File: config.mk
export PLATFORM = sky130hd
export DESIGN_NAME = smcc_top
export DESIGN_NICKNAME = d
export VERILOG_FILES = /design/src/logic/smcc_pkg.sv /design/src/logic/smcc_top.sv
export SDC_FILE = /design/constraint.sdc
export NUM_CORES = 2
export LEC_CHECK = 0
export ABC_AREA = 0
export BUFFER_PORTS_ARGS = -buffer_cell sky130_fd_sc_hd__buf_2
export CAP_MARGIN = 10
export CORE_ASPECT_RATIO = 0.6
export CORE_MARGIN = 2
export CORE_UTILIZATION = 50
export DETAILED_ROUTE_END_ITERATION = 10
export PLACE_DENSITY_LB_ADDON = 0.3
export RECOVER_POWER = 50
export REMOVE_ABC_BUFFERS = 1
export SLEW_MARGIN = 20
export SYNTH_ARGS = -nofsm -noshare
export SYNTH_HDL_FRONTEND = slang
export SYNTH_SLANG_ARGS = --single-unit
File: constraint.sdc
create_clock -name clk -period 8.5 [get_ports clk]
set_clock_uncertainty 0.15 [all_clocks]
set_input_delay 0.85 -clock clk [delete_from_list [all_inputs] [get_ports clk]]
set_output_delay 0.85 -clock clk [all_outputs]
set_load 0.005 [all_outputs]
File: src/logic/smcc_pkg.sv
package smcc_pkg;
	// timebase
	localparam int          CLK_NS     = 10;
	localparam int          MS_NS      = 1000000;
	// buffers
	localparam int          IBUF_LEN   = 72;
	localparam int          OBUF_LEN   = 16;
	localparam int          CTS_MARGIN = 17;
	// setting reset values
	localparam logic [15:0] SW_RST     = 16'h03E8;
	localparam logic [7:0]  ESC_RST    = 8'h2B;
	localparam logic [15:0] CMDTO_RST  = 16'h2710;
	localparam logic [2:0]  BAUD_RST   = 3'h3;
	localparam logic [15:0] GAP_RST    = 16'h0003;
	localparam logic [15:0] SLPER_RST  = 16'h03E8;
	localparam logic [15:0] ACK_MS     = 16'h0032;
	localparam int          BAUD_BPS [8] = '{1200, 2400, 4800, 9600, 19200, 38400, 57600, 115200};
	// register offsets
	localparam logic [7:0]  A_CTRL     = 8'h00;
	localparam logic [7:0]  A_SW       = 8'h04;
	localparam logic [7:0]  A_ESC      = 8'h08;
	localparam logic [7:0]  A_CMDTO    = 8'h0C;
	localparam logic [7:0]  A_BAUD     = 8'h10;
	localparam logic [7:0]  A_GAP      = 8'h14;
	localparam logic [7:0]  A_SLPER    = 8'h18;
	localparam logic [7:0]  A_STAT     = 8'h1C;
	// text codes
	localparam logic [7:0]  CH_A       = 8'h41;
	localparam logic [7:0]  CH_T       = 8'h54;
	localparam logic [7:0]  CH_CR      = 8'h0D;
	localparam logic [7:0]  CH_SP      = 8'h20;
	localparam logic [23:0] OK_STR     = 24'h4F4B0D;
	localparam logic [47:0] ERR_STR    = 48'h4552524F520D;
	localparam logic [15:0] CMD_SW     = 16'h4754;
	localparam logic [15:0] CMD_ESC    = 16'h4343;
	localparam logic [15:0] CMD_CMDTO  = 16'h4354;
	localparam logic [15:0] CMD_BAUD   = 16'h4244;
	localparam logic [15:0] CMD_GAP    = 16'h524F;
	localparam logic [15:0] CMD_APPLY  = 16'h4143;
	localparam logic [15:0] CMD_EXIT   = 16'h434E;
	localparam logic [15:0] CMD_SAVE   = 16'h5752;

	typedef struct packed {
		logic        cyc_en;
		logic        pin_en;
		logic        end_dev;
		logic [15:0] slper;
		logic [15:0] gap;
		logic [2:0]  baud;
		logic [15:0] cmd_to;
		logic [7:0]  esc;
		logic [15:0] sw;
	} smcc_cfg_s;

	typedef struct packed {
		logic       valid;
		logic [7:0] data;
		logic       last;
	} smcc_byte_s;

	typedef enum logic [2:0] {
		M_IDLE  = 3'b000,
		M_DISC  = 3'b001,
		M_SEND  = 3'b010,
		M_ACKW  = 3'b011,
		M_RX    = 3'b100,
		M_CMD   = 3'b101,
		M_SLEEP = 3'b110
	} smcc_mode_e;

	typedef enum logic [1:0] {
		R_NONE = 2'b00,
		R_OK   = 2'b01,
		R_ERR  = 2'b10,
		R_VAL  = 2'b11
	} smcc_rep_e;

	localparam smcc_cfg_s CFG_RST = '{cyc_en: 1'b0, pin_en: 1'b0, end_dev: 1'b0,
		slper: SLPER_RST, gap: GAP_RST, baud: BAUD_RST, cmd_to: CMDTO_RST,
		esc: ESC_RST, sw: SW_RST};
endpackage : smcc_pkg

File: src/logic/smcc_top.sv
// Contract
// - idle goes to transmit, receive, command, sleep
// - send only with address and route known
// - address not found drops the packet
// - send once routed; failed route drops packet
// - retransmit when network acknowledgement missing
// - radio payload goes to serial output buffer
// - silence, three escapes, silence enters command
// - reply OK and CR after escape
// - command entry starts timeout, accepts commands
// - silence window and escape char configurable
// - baud setting defaults to code 3
// - command without parameter reads the setting
// - save command stores; reset restores saved
// - reply OK on success, ERROR on failure
// - settings staged until apply or exit
// - exit command applies and returns idle
// - command timeout returns to idle
// - pin sleep and cyclic sleep supported
// - start, eight data lsb first, stop
// - full 72 byte buffer triggers packetizing
// - data before escape still gets sent
//
// Decided for this implementation: the placing of the registers and the plain strobed port.
`timescale 1ns/1ps
module smcc_top #(
	parameter int CLK_HZ    = 1000000000 / smcc_pkg::CLK_NS,
	parameter int MS_CYC    = smcc_pkg::MS_NS / smcc_pkg::CLK_NS,
	parameter int MAX_RETRY = 3
) (
	// clock and reset
	input  wire logic                 clk,
	input  wire logic                 resetn,
	// register port
	input  wire logic [7:0]           addr,
	input  wire logic [31:0]          wdata,
	input  wire logic                 wr,
	input  wire logic                 rd,
	output logic [31:0]               rdata,
	// host serial pins
	input  wire logic                 uart_rxd,
	output logic                      uart_txd,
	output logic                      cts_n,
	// sleep
	input  wire logic                 sleep_rq,
	output logic                      asleep,
	// radio transmit side
	output smcc_pkg::smcc_byte_s      rf_tx,
	input  wire logic                 rf_tx_ready,
	input  wire logic                 addr_ok,
	input  wire logic                 route_ok,
	output logic                      disc_req,
	output logic                      disc_route,
	input  wire logic                 disc_done,
	input  wire logic                 disc_found,
	input  wire logic                 tx_ack,
	// radio receive side
	input  wire smcc_pkg::smcc_byte_s rf_rx,
	output logic                      rf_rx_ready,
	// nonvolatile store
	input  wire smcc_pkg::smcc_cfg_s  nv_rdata,
	input  wire logic                 nv_valid,
	output smcc_pkg::smcc_cfg_s       nv_wdata,
	output logic                      nv_wr,
	// status
	output smcc_pkg::smcc_mode_e      mode
);
	import smcc_pkg::*;

	localparam logic [19:0] MS_LAST = 20'(MS_CYC - 1);
	localparam logic [19:0] BDIV [8] = '{
		20'(CLK_HZ / BAUD_BPS[0]), 20'(CLK_HZ / BAUD_BPS[1]), 20'(CLK_HZ / BAUD_BPS[2]),
		20'(CLK_HZ / BAUD_BPS[3]), 20'(CLK_HZ / BAUD_BPS[4]), 20'(CLK_HZ / BAUD_BPS[5]),
		20'(CLK_HZ / BAUD_BPS[6]), 20'(CLK_HZ / BAUD_BPS[7])};
	localparam logic [6:0] IB_FULL = 7'(IBUF_LEN);
	localparam logic [6:0] IB_CTS  = 7'(IBUF_LEN - CTS_MARGIN);
	localparam logic [4:0] OB_FULL = 5'(OBUF_LEN);
	localparam logic [4:0] OB_HIGH = 5'(OBUF_LEN - 1);
	localparam logic [3:0] RETRIES = 4'(MAX_RETRY);

	typedef struct packed {
		smcc_mode_e                 mode;
		logic                       loaded;
		logic                       rx1, rx2, sl1, sl2;
		logic                       urx_busy;
		logic [19:0]                urx_cnt;
		logic [3:0]                 urx_bit;
		logic [7:0]                 urx_sh;
		logic                       utx_busy;
		logic [19:0]                utx_cnt;
		logic [3:0]                 utx_bit;
		logic [9:0]                 utx_sh;
		logic                       txd;
		logic [19:0]                ms_cnt;
		logic [15:0]                quiet, win;
		logic [1:0]                 esc_n, flush_n;
		logic                       hold_v;
		logic [7:0]                 hold;
		logic                       cmd_pend;
		logic [IBUF_LEN-1:0][7:0]   ibuf;
		logic [6:0]                 icnt, idx;
		smcc_byte_s                 txo;
		logic                       disc_busy, disc_req, disc_route;
		logic [3:0]                 retry;
		logic [15:0]                ackt;
		logic [OBUF_LEN-1:0][7:0]   obuf;
		logic [3:0]                 owr, ord;
		logic [4:0]                 ocnt;
		logic                       rxr;
		smcc_cfg_s                  act, stg;
		logic [7:0]                 cmd0, cmd1;
		logic [2:0]                 lpos, pdig;
		logic [15:0]                pval;
		logic                       lerr;
		logic [15:0]                ctt;
		smcc_rep_e                  rk;
		logic [2:0]                 ridx;
		logic [15:0]                rval;
		logic                       nvw;
		logic [15:0]                slpt;
		logic [31:0]                rdata;
		logic                       cts_n;
		logic                       asleep;
	} smcc_state_s;

	smcc_state_s s, next_s;

	function automatic logic [7:0] hexch(input logic [3:0] v);
		hexch = (v < 4'hA) ? 8'(8'h30 + v) : 8'(8'h37 + v);
	endfunction : hexch

	// returns {ok, nibble}
	function automatic logic [4:0] hexval(input logic [7:0] c);
		if (c >= 8'h30 && c <= 8'h39) hexval = {1'b1, 4'(c - 8'h30)};
		else if (c >= 8'h41 && c <= 8'h46) hexval = {1'b1, 4'(c - 8'h37)};
		else hexval = 5'h00;
	endfunction : hexval

	// returns {last, byte}
	function automatic logic [8:0] rbyte(input smcc_rep_e k, input logic [2:0] i,
			input logic [15:0] v);
		logic [3:0] nib;
		nib = v[4'(15 - 4 * i) -: 4];
		unique case (k)
			R_OK:    rbyte = {i == 3'h2, OK_STR[5'(23 - 8 * i) -: 8]};
			R_ERR:   rbyte = {i == 3'h5, ERR_STR[6'(47 - 8 * i) -: 8]};
			R_VAL:   rbyte = (i == 3'h4) ? {1'b1, CH_CR} : {1'b0, hexch(nib)};
			default: rbyte = 9'h000;
		endcase
	endfunction : rbyte

	always_comb begin
		logic        mtick, rxe, rfpush, repush, pop, ibv, apply, locked;
		logic [7:0]  rxb, ibb, ob;
		logic [8:0]  rb;
		logic [19:0] div;
		logic        pkt_rdy;
		logic [4:0]  hv;
		next_s = s;
		rxe = 1'b0;
		rxb = s.urx_sh;
		ibv = 1'b0;
		ibb = 8'h00;
		apply = 1'b0;
		pop = 1'b0;
		rb = 9'h000;
		hv = 5'h00;
		mtick = 1'b0;
		rfpush = 1'b0;
		repush = 1'b0;
		pkt_rdy = 1'b0;
		ob = 8'h00;
		div = BDIV[s.act.baud];
		locked = (s.mode == M_DISC) || (s.mode == M_SEND) || (s.mode == M_ACKW);
		next_s.disc_req = 1'b0;
		next_s.nvw = 1'b0;
		next_s.rx1 = uart_rxd;
		next_s.rx2 = s.rx1;
		next_s.sl1 = sleep_rq;
		next_s.sl2 = s.sl1;

		// saved settings replace the defaults right after reset
		if (!s.loaded) begin
			next_s.loaded = 1'b1;
			if (nv_valid) begin
				next_s.act = nv_rdata;
				next_s.stg = nv_rdata;
			end
		end

		mtick = (s.ms_cnt == MS_LAST);
		next_s.ms_cnt = mtick ? 20'h00000 : 20'(s.ms_cnt + 20'h00001);

		// serial receiver: sample mid-bit, stop bit must be high
		if (!s.urx_busy) begin
			if (!s.rx2) begin
				next_s.urx_busy = 1'b1;
				next_s.urx_cnt = div >> 1;
				next_s.urx_bit = 4'h0;
			end
		end else if (s.urx_cnt != 20'h00000) begin
			next_s.urx_cnt = 20'(s.urx_cnt - 20'h00001);
		end else begin
			next_s.urx_cnt = 20'(div - 20'h00001);
			next_s.urx_bit = 4'(s.urx_bit + 4'h1);
			if (s.urx_bit == 4'h0) begin
				if (s.rx2) next_s.urx_busy = 1'b0;
			end else if (s.urx_bit == 4'h9) begin
				next_s.urx_busy = 1'b0;
				rxe = s.rx2;
			end else begin
				next_s.urx_sh = {s.rx2, s.urx_sh[7:1]};
			end
		end

		// serial transmitter
		if (!s.utx_busy) begin
			next_s.txd = 1'b1;
			if (s.ocnt != 5'h00) begin
				next_s.utx_busy = 1'b1;
				next_s.utx_sh = {1'b1, s.obuf[s.ord], 1'b0};
				next_s.utx_cnt = 20'h00000;
				next_s.utx_bit = 4'h0;
				pop = 1'b1;
			end
		end else if (s.utx_cnt != 20'h00000) begin
			next_s.utx_cnt = 20'(s.utx_cnt - 20'h00001);
		end else if (s.utx_bit == 4'hA) begin
			next_s.utx_busy = 1'b0;
		end else begin
			next_s.txd = s.utx_sh[0];
			next_s.utx_sh = {1'b1, s.utx_sh[9:1]};
			next_s.utx_cnt = 20'(div - 20'h00001);
			next_s.utx_bit = 4'(s.utx_bit + 4'h1);
		end

		// outbound byte queue: radio payload first, replies fill gaps
		rfpush = rf_rx.valid && s.rxr;
		rb = rbyte(s.rk, s.ridx, s.rval);
		repush = !rfpush && (s.rk != R_NONE) && (s.ocnt < OB_FULL);
		ob = rfpush ? rf_rx.data : rb[7:0];
		if (rfpush || repush) begin
			next_s.obuf[s.owr] = ob;
			next_s.owr = 4'(s.owr + 4'h1);
		end
		if (repush) begin
			next_s.ridx = 3'(s.ridx + 3'h1);
			if (rb[8]) next_s.rk = R_NONE;
		end
		if (pop) next_s.ord = 4'(s.ord + 4'h1);
		next_s.ocnt = 5'(s.ocnt + {4'h0, rfpush || repush} - {4'h0, pop});

		// silence and escape window timers
		if (rxe) next_s.quiet = 16'h0000;
		else if (mtick && s.quiet != 16'hFFFF) next_s.quiet = 16'(s.quiet + 16'h0001);
		if (mtick && s.esc_n != 2'h0 && s.win != 16'hFFFF) next_s.win = 16'(s.win + 16'h0001);

		// escape recognition outside command and sleep states
		if (s.mode != M_CMD && s.mode != M_SLEEP) begin
			if (rxe) begin
				if (s.esc_n == 2'h0) begin
					if (rxb == s.act.esc && s.quiet >= s.act.sw && !s.cmd_pend) begin
						next_s.esc_n = 2'h1;
						next_s.win = 16'h0000;
					end else begin
						ibv = 1'b1;
						ibb = rxb;
					end
				end else if (rxb == s.act.esc && s.esc_n != 2'h3 && s.win < s.act.sw) begin
					next_s.esc_n = 2'(s.esc_n + 2'h1);
				end else begin
					next_s.flush_n = s.esc_n;
					next_s.esc_n = 2'h0;
					next_s.hold_v = 1'b1;
					next_s.hold = rxb;
				end
			end else if (s.esc_n != 2'h0 && s.esc_n != 2'h3 && s.win >= s.act.sw) begin
				next_s.flush_n = s.esc_n;
				next_s.esc_n = 2'h0;
			end else if (s.esc_n == 2'h3 && s.quiet >= s.act.sw) begin
				next_s.esc_n = 2'h0;
				next_s.cmd_pend = 1'b1;
				next_s.rk = R_OK;
				next_s.ridx = 3'h0;
			end
		end
		// swallowed escape characters are replayed as data, then the breaking byte
		if (!ibv) begin
			if (s.flush_n != 2'h0) begin
				ibv = 1'b1;
				ibb = s.act.esc;
				next_s.flush_n = 2'(s.flush_n - 2'h1);
			end else if (s.hold_v) begin
				ibv = 1'b1;
				ibb = s.hold;
				next_s.hold_v = 1'b0;
			end
		end
		// bytes arriving while the buffer is being sent are lost; cts_n warns the host
		if (ibv && !locked && s.icnt < IB_FULL) begin
			next_s.ibuf[s.icnt] = ibb;
			next_s.icnt = 7'(s.icnt + 7'h01);
		end

		pkt_rdy = (s.icnt != 7'h00) && s.esc_n == 2'h0 && s.flush_n == 2'h0 && !s.hold_v
			&& (s.icnt == IB_FULL || s.act.gap == 16'h0000
			|| s.quiet >= s.act.gap || s.cmd_pend);

		if (mtick && s.slpt != 16'hFFFF) next_s.slpt = 16'(s.slpt + 16'h0001);

		unique case (s.mode)
			M_IDLE: begin
				if (rfpush) begin
					if (!rf_rx.last) next_s.mode = M_RX;
				end else if (pkt_rdy) begin
					next_s.mode = M_DISC;
				end else if (s.cmd_pend && s.icnt == 7'h00) begin
					next_s.mode = M_CMD;
					next_s.cmd_pend = 1'b0;
					next_s.ctt = 16'h0000;
					next_s.lpos = 3'h0;
					next_s.pdig = 3'h0;
					next_s.pval = 16'h0000;
					next_s.lerr = 1'b0;
				end else if (s.act.end_dev && ((s.act.pin_en && s.sl2)
						|| (s.act.cyc_en && s.slpt >= s.act.slper))) begin
					next_s.mode = M_SLEEP;
				end
			end
			M_DISC: begin
				if (!s.disc_busy) begin
					if (addr_ok && route_ok) begin
						next_s.mode = M_SEND;
						next_s.idx = 7'h00;
						next_s.retry = 4'h0;
					end else begin
						next_s.disc_req = 1'b1;
						next_s.disc_route = addr_ok;
						next_s.disc_busy = 1'b1;
					end
				end else if (disc_done) begin
					next_s.disc_busy = 1'b0;
					if (!disc_found) begin
						next_s.icnt = 7'h00;
						next_s.mode = M_IDLE;
					end
				end
			end
			M_SEND: begin
				if (!s.txo.valid) begin
					next_s.txo.valid = 1'b1;
					next_s.txo.data = s.ibuf[s.idx];
					next_s.txo.last = (s.idx == 7'(s.icnt - 7'h01));
				end else if (rf_tx_ready) begin
					next_s.txo.valid = 1'b0;
					next_s.idx = 7'(s.idx + 7'h01);
					if (s.txo.last) begin
						next_s.mode = M_ACKW;
						next_s.ackt = 16'h0000;
					end
				end
			end
			M_ACKW: begin
				if (mtick) next_s.ackt = 16'(s.ackt + 16'h0001);
				if (tx_ack) begin
					next_s.icnt = 7'h00;
					next_s.mode = M_IDLE;
				end else if (s.ackt >= ACK_MS) begin
					if (s.retry < RETRIES) begin
						next_s.retry = 4'(s.retry + 4'h1);
						next_s.idx = 7'h00;
						next_s.mode = M_SEND;
					end else begin
						next_s.icnt = 7'h00;
						next_s.mode = M_IDLE;
					end
				end
			end
			M_RX: begin
				if (rfpush && rf_rx.last) next_s.mode = M_IDLE;
			end
			M_CMD: begin
				if (mtick) next_s.ctt = 16'(s.ctt + 16'h0001);
				if (rxe) begin
					if (rxb == CH_CR) begin
						next_s.lpos = 3'h0;
						next_s.pdig = 3'h0;
						next_s.pval = 16'h0000;
						next_s.lerr = 1'b0;
						next_s.ridx = 3'h0;
						next_s.rk = R_OK;
						next_s.rval = 16'h0000;
						if (s.lerr || s.lpos != 3'h4) begin
							next_s.rk = R_ERR;
						end else begin
							next_s.ctt = 16'h0000;
							unique case ({s.cmd0, s.cmd1})
								CMD_SW: begin
									if (s.pdig == 3'h0) next_s.rval = s.stg.sw;
									else next_s.stg.sw = s.pval;
								end
								CMD_ESC: begin
									if (s.pdig == 3'h0) next_s.rval = {8'h00, s.stg.esc};
									else if (s.pval[15:8] != 8'h00) next_s.rk = R_ERR;
									else next_s.stg.esc = s.pval[7:0];
								end
								CMD_CMDTO: begin
									if (s.pdig == 3'h0) next_s.rval = s.stg.cmd_to;
									else next_s.stg.cmd_to = s.pval;
								end
								CMD_BAUD: begin
									if (s.pdig == 3'h0) next_s.rval = {13'h0000, s.stg.baud};
									else if (s.pval > 16'h0007) next_s.rk = R_ERR;
									else next_s.stg.baud = s.pval[2:0];
								end
								CMD_GAP: begin
									if (s.pdig == 3'h0) next_s.rval = s.stg.gap;
									else next_s.stg.gap = s.pval;
								end
								CMD_APPLY: apply = 1'b1;
								CMD_EXIT: begin
									apply = 1'b1;
									next_s.mode = M_IDLE;
								end
								CMD_SAVE: next_s.nvw = 1'b1;
								default: next_s.rk = R_ERR;
							endcase
							if (s.pdig == 3'h0 && next_s.rk == R_OK && ({s.cmd0, s.cmd1} == CMD_SW
									|| {s.cmd0, s.cmd1} == CMD_ESC
									|| {s.cmd0, s.cmd1} == CMD_CMDTO
									|| {s.cmd0, s.cmd1} == CMD_BAUD || {s.cmd0, s.cmd1} == CMD_GAP))
								next_s.rk = R_VAL;
						end
					end else if (s.lpos < 3'h4) begin
						next_s.lpos = 3'(s.lpos + 3'h1);
						if (s.lpos == 3'h0 && rxb != CH_A) next_s.lerr = 1'b1;
						if (s.lpos == 3'h1 && rxb != CH_T) next_s.lerr = 1'b1;
						if (s.lpos == 3'h2) next_s.cmd0 = rxb;
						if (s.lpos == 3'h3) next_s.cmd1 = rxb;
					end else if (rxb != CH_SP) begin
						hv = hexval(rxb);
						if (hv[4] && s.pdig < 3'h4) begin
							next_s.pval = {s.pval[11:0], hv[3:0]};
							next_s.pdig = 3'(s.pdig + 3'h1);
						end else begin
							next_s.lerr = 1'b1;
						end
					end
				end else if (s.ctt >= s.act.cmd_to) begin
					apply = 1'b1;
					next_s.mode = M_IDLE;
				end
			end
			M_SLEEP: begin
				if (s.act.pin_en ? !s.sl2 : s.slpt >= s.act.slper) next_s.mode = M_IDLE;
			end
			default: next_s.mode = M_IDLE;
		endcase
		if (apply) next_s.act = next_s.stg;
		if (next_s.mode != s.mode) next_s.slpt = 16'h0000;

		// register port: writes land in both live and staged copies
		if (wr) begin
			unique case (addr)
				A_CTRL: begin
					next_s.act.end_dev = wdata[0];
					next_s.act.pin_en = wdata[1];
					next_s.act.cyc_en = wdata[2];
					next_s.stg.end_dev = wdata[0];
					next_s.stg.pin_en = wdata[1];
					next_s.stg.cyc_en = wdata[2];
				end
				A_SW: begin next_s.act.sw = wdata[15:0]; next_s.stg.sw = wdata[15:0]; end
				A_ESC: begin next_s.act.esc = wdata[7:0]; next_s.stg.esc = wdata[7:0]; end
				A_CMDTO: begin
					next_s.act.cmd_to = wdata[15:0];
					next_s.stg.cmd_to = wdata[15:0];
				end
				A_BAUD: begin next_s.act.baud = wdata[2:0]; next_s.stg.baud = wdata[2:0]; end
				A_GAP: begin next_s.act.gap = wdata[15:0]; next_s.stg.gap = wdata[15:0]; end
				A_SLPER: begin
					next_s.act.slper = wdata[15:0];
					next_s.stg.slper = wdata[15:0];
				end
				default: ;
			endcase
		end
		next_s.rdata = 32'h00000000;
		if (rd) begin
			unique case (addr)
				A_CTRL:  next_s.rdata = {29'h00000000, s.act.cyc_en, s.act.pin_en, s.act.end_dev};
				A_SW:    next_s.rdata = {16'h0000, s.act.sw};
				A_ESC:   next_s.rdata = {24'h000000, s.act.esc};
				A_CMDTO: next_s.rdata = {16'h0000, s.act.cmd_to};
				A_BAUD:  next_s.rdata = {29'h00000000, s.act.baud};
				A_GAP:   next_s.rdata = {16'h0000, s.act.gap};
				A_SLPER: next_s.rdata = {16'h0000, s.act.slper};
				A_STAT:  next_s.rdata = {12'h000, s.ocnt, s.icnt, 1'b0, s.retry, s.mode};
				default: next_s.rdata = 32'h00000000;
			endcase
		end

		next_s.rxr = (next_s.mode == M_IDLE || next_s.mode == M_RX) && next_s.ocnt < OB_HIGH;
		next_s.cts_n = (next_s.mode == M_DISC || next_s.mode == M_SEND
			|| next_s.mode == M_ACKW || next_s.icnt >= IB_CTS);
		next_s.asleep = (next_s.mode == M_SLEEP);
	end

	always_ff @(posedge clk or negedge resetn) begin
		if (!resetn) begin
			s <= '0;
			s.mode <= M_IDLE;
			s.rx1 <= 1'b1;
			s.rx2 <= 1'b1;
			s.txd <= 1'b1;
			s.act <= CFG_RST;
			s.stg <= CFG_RST;
		end else begin
			s <= next_s;
		end
	end

	assign rdata       = s.rdata;
	assign uart_txd    = s.txd;
	assign cts_n       = s.cts_n;
	assign asleep      = s.asleep;
	assign rf_tx       = s.txo;
	assign disc_req    = s.disc_req;
	assign disc_route  = s.disc_route;
	assign rf_rx_ready = s.rxr;
	assign nv_wdata    = s.stg;
	assign nv_wr       = s.nvw;
	assign mode        = s.mode;
endmodule : smcc_top
Word level (Yosys, flattened, before mapping)
Memory sizes are Yosys's and may differ from the RTL's. Index checks and enable logic that the tools add are counted.

Word-level logic and storage cells: 648. Bits in read-only memories: 160. Memories kept: 1. Input bits: 141. Flip-flop bits (word level): 1191. Output and inout bits: 130.

Equality and inequality tests: 81. Muxes and demuxes: 232. Shift operators: 3. $lt $le $gt $ge: 27. Add/sub/neg operators: 31. Reduce and logical (&&, ||, !) cells: 105. Bitwise gates (word level): 10.

Memories: (no name shown) (words 8, width 20, read ports 1, clocked after Yosys merged registers in 0, write ports 0, RTL line smcc_top.sv:173) `div = BDIV[s.act.baud];`.

Operators with widths (count): 576-bit bitwise mux (1); 16-bit 2-to-1 mux (31); 156-bit 2-to-1 mux (3); 8-bit 2-to-1 mux (23); 20-bit one-hot mux with 8 select lines (1); 20-bit 2-to-1 mux (7); 136-bit 2-to-1 mux (1); 128-bit bitwise mux (1); 16-bit by 15-bit == test with 1-bit output (second input constant) (8); 59-bit 2-to-1 mux (2); 39-bit 2-to-1 mux (3); 3-bit 2-to-1 mux (31); 7-bit 2-to-1 mux (12); 16-bit by 1-bit adder with 16-bit output (second input constant) (5); 16-bit greater-or-equal comparator (5); 16-bit one-hot mux with 5 select lines (1); 78-bit 2-to-1 mux (1); 39-bit one-hot mux with 2 select lines (1); 75-bit 2-to-1 mux (1); 35-bit 2-to-1 mux (2); 5-bit 2-to-1 mux (12); 20-bit by 1-bit subtractor with 20-bit output (second input constant) (3); 19-bit 2-to-1 mux (3); 8-bit binary-select mux with 7-bit select (1); 112 further kinds (330).

Longest topological paths before layout
Word-level depth: 19. Depth in mapped cells: 15. Mapped depth without buffers: 13.

Worst setup path before layout
OpenSTA, ideal clock, no wires.

Path kind: flip-flop to flip-flop. From: register s[1162] (netlist name). To: register s[243] (netlist name). Data required time: 8.227 ns. Setup slack: 4.958 ns. Buffers on the path: 3. Arrival time: 3.269 ns. Period minus slack after synthesis: 3.542 ns. Library setup time: 0.123 ns. Cell stages (with the launch flop): 15. Cell sequence: dfrtp_1 inv_1 ha_1 nor3b_1 nand3_1 or3_1 buf_2 or3_1 buf_2 nor3_4 nand2_2 buf_2 nor2_1 o21ai_1 o221a_2.

RTL lines: from (decl) (RTL line smcc_top.sv:126) `smcc_state_s s, next_s;`; from (signal assigned) (RTL line smcc_top.sv:519) `s <= next_s;`.

==> impl_results.md <==
* Dpl ws at 3.04 ns
* Worst slew pin tran at 3.97 ns
* Cell Count, Final, Fillers Out at 7379
* Core Rows at 98
* Slowest-stage cell, CP: clkbuf_1
* Die area at roughly 120000 um2
* Synth Warn # at 0
* Post-cts sizing count at 0
* Tcrit/Tclk final at 0.783
* Setup violators final at 0
* Hold Path Class: input pin to register
* Hold_ws at approximately 0.080 ns
* Tmin final at 6.66 ns
* Starting DRC count in detailed routing at roughly 5.8k
* Core box area at 119000 um2
* Crit path arrival time at 7.17 ns
* Most Frequent Cell on Critical Path: nand2_1
* Distinct cells, synth at 89
* Starting Density at 0.504
* Num CTS Buffers at 105
* TritonCTS clock tree: yes
* Skew-Pair Late Insertion Delay at roughly 0.75 ns
* Clock Sinks at 1179
* Critical Path End Type: register
* Multiplexer share of the synthesized area at 0.148
* Post-route ant nets at 0
* Outcome: finished with violations
* Number of global-route vias before repair at 44.1k
* DP HPWL at 125000 um
* Die width at 451 um
* Slew headroom at -1.64
* Critical path class: register to register
* Final hold vios at 0
* Startpoint Class: register
* Worst endpoint required time at 9.01 ns
* Top Ports at 271
* CTS Hold Buffers Added at 0
* Maximum VDD drop at 0.000192 V
* Sequential cell area at 29600 um2
* Initial antenna violation count at 12
* CP top delay family: buffers and inverters
* Post-synthesis xor/xnor area fraction at 0.0215
* Clock Tree Buf Depth at 3
* CTS root buffer: clkbuf_16
* Final estimated routing congestion in global placement at 0.965
* Syn Std Cell Area at about 60000 um2
* Compound-cell area share of the yosys netlist at 0.128
* #FFs+latches synth at roughly 1.2k
* Die H at about 270 um
* Synth-to-Final Area Change at 8.82%
* Seq/Total Area, Yosys at 0.493
* Fmax at 150 MHz
* # DRC at 0
* Fillers at slightly above 10k
* All-Layer GR Usage at 0.295
* TNS Setup at 0 ns
* Multi-input gate area at roughly 28000 um2
* Pre-antenna DRT Iters at 8
* Dpl cells at 7176
* Via density at 6.25
* Post-Syn Instances at 5739
* PortBufs at roughly 240
* Synth async-reset ratio at 1.00
* Syn avg cell area at roughly 10 um2
* Crit-path cells: nand2b_1 > clkbuf_1 > a21oi_1 > nand2_1 > o21ai_0 > a211o_1 > nand2_1
* Adder-cell share of the synthesized area at 0.0278
* Average wire per standard cell at ~25 um
* Setup Buffers After CTS at 0
* CP Buf/Inv Count at 1
* PnR worst setup slack at 1.84 ns
* Number of synthesized flops with an enable pin at 0
* DR vias at around 46k
* Leakage power at slightly below 30 nW
* MaxCap Viol Count at 6
* RSZ-0062 raised after global routing: no
* P per Cell Area at just over 200 nW/um2
* Failing checks: max-capacitance violations, max-slew violations
* H-Tree Depth at 3
* Critical Path Fanout Max at 82
* Routed Wire Length at 182000 um
* Max incr delay on CP at 2.89 ns
* First-pass GRT wire length at 277000 um
* Slew Viols, Final at 420
* Final #Nets at 5958
* Layout cell share with drive strength beyond 1 at 0.178
* Top FF cell, synth: dfrtp_1
* Largest net degree at the start of global routing at 190
* Total congestion overflow at 0
* Synth Area in Simple Gates at 0.134
* Largest family of logic cells by synthesized area: multiplexers
* Clock slew at reported path FFs at ~0.07 ns
## worst reg2reg max path: stages (launching register included)
cell      delay [ns]
dfrtp_1         0.38
nand2b_1        1.98
clkbuf_1        2.92
a21oi_1         0.45
nand2_1         0.15
o21ai_0         0.12
a211o_1         0.34
nand2_1         0.08
## placed cells by master (no fill, tap or decap), drive strengths merged, types with 45 or more instances in the layout
cell / Yosys / final
o21ai: 772 / 772
xnor2: 78 / 78
o21a: 45 / 45
o211ai: 46 / 46
a22oi: 51 / 51
nor3: 70 / 70
xor2: 69 / 69
nor2: 282 / 282
mux4: 228 / 228
nand3: 132 / 132
and3: 86 / 86
dfrtp: 1126 / 1126
a21oi: 115 / 115
nand2: 956 / 956
clkbuf: 311 / 220
dfstp: 53 / 53
inv: 143 / 145
ha: 131 / 131
and2: 51 / 51
mux2: 278 / 278
mux2i: 61 / 61
buf: 178 / 252
nand4: 51 / 51
## kinds of logic (layout without fill, tap and decap cells)
kind of cell | after synthesis | in the layout
multiplexers | 567 | 567
XOR/XNOR | 147 | 147
other | 2 | 17
buffers and inverters | 635 | 660
AND/OR/NAND/NOR | 1794 | 1794
flip-flops | 1179 | 1179
AO/OA/AOI/OAI | 1282 | 1282
adder cells (fa/ha/maj) | 133 | 133
## routing by layer
metal	GRT usage	wire [um]	vias to the layer above
met5	0	53	-
met4	0.0769	4970	8
met3	0.109	23600	376
met2	0.392	73100	2373
met1	0.448	80100	23200
li1	-	-	20200
## worst paths after layout
path                       slack, ns          from           end  depth (start not counted)
max reg2reg                     1.84       s[1187]        s[263]                          7
max in group asynchronous       2.29        resetn        s[335]                          4
min                             0.08      uart_rxd  next_s[1185]                          1
min reg2reg                     0.20  next_s[1183]       s[1183]                          0
min in group asynchronous       1.86        resetn  nv_wdata[31]                          2
max                             1.84       s[1187]        s[263]                          7
## state kept, by name (all words and copies together), names as in the netlist
name	flops
cts_n	1
disc_req	1
uart_txd	1
next_s	2
asleep	1
s	1059
nv_wr	1
rf_tx	10
rf_rx_ready	1
rdata	20
nv_wdata	78
disc_route	1
mode	3
## cells in the mapped netlist, types with 28 or more instances
cell | count | area [um2]
a31oi_1 | 32 | 200
o211ai_1 | 46 | 345
mux2_2 | 278 | 3130
o21ai_1 | 53 | 265
nor2_1 | 277 | 1040
nor3_1 | 66 | 330
o21ai_0 | 718 | 3590
xor2_1 | 69 | 604
nor4_1 | 36 | 225
buf_1 | 33 | 124
mux2i_1 | 61 | 611
ha_1 | 131 | 1640
buf_4 | 126 | 946
nor2b_1 | 28 | 175
inv_1 | 143 | 537
nand2_1 | 953 | 3580
and3_1 | 86 | 538
dfstp_2 | 53 | 1390
o21a_1 | 45 | 338
a211oi_1 | 35 | 263
nand3_1 | 132 | 661
mux4_2 | 228 | 5130
clkbuf_1 | 310 | 1160
dfrtp_1 | 1126 | 28200
nand4_1 | 51 | 319
a211o_1 | 30 | 263
a22oi_1 | 51 | 383
a21oi_1 | 115 | 576
and2_1 | 49 | 307
xnor2_1 | 78 | 683
## area by class of cell
| class | instances | area share |
|---|---|---|
| flip-flops and latches | 1179 | 0.453 |
| clock inverters | 41 | 0.00763 |
| diodes | 4 | 0.000153 |
| inverters | 146 | 0.00839 |
| multi-input cells | 3936 | 0.426 |
| repair buffers | 317 | 0.0272 |
| clock buffers | 156 | 0.0472 |
| well taps | 1600 | 0.0307 |
## through the flow
| step | power (mW) | area (um2) | utilization |
|---|---|---|---|
| final | 13.2 | 65300 | 0.548 |
| after detailed placement | 8.24 | 61800 | 0.519 |
| after floorplan | 7.44 | 57700 | - |
| after CTS | 13.2 | 65400 | 0.549 |
| after global routing | 13.7 | 65300 | 0.548 |
| after global placement | 8.19 | 61800 | 0.519 |
## power breakdown
part | switching, mW | internal, mW | total, mW
Sequential | 0.424 | 5.86 | 6.28
Combinational | 1.15 | 0.730 | 1.88
Clock | 2.25 | 2.80 | 5.05
(Power assumes the default switching activity.)
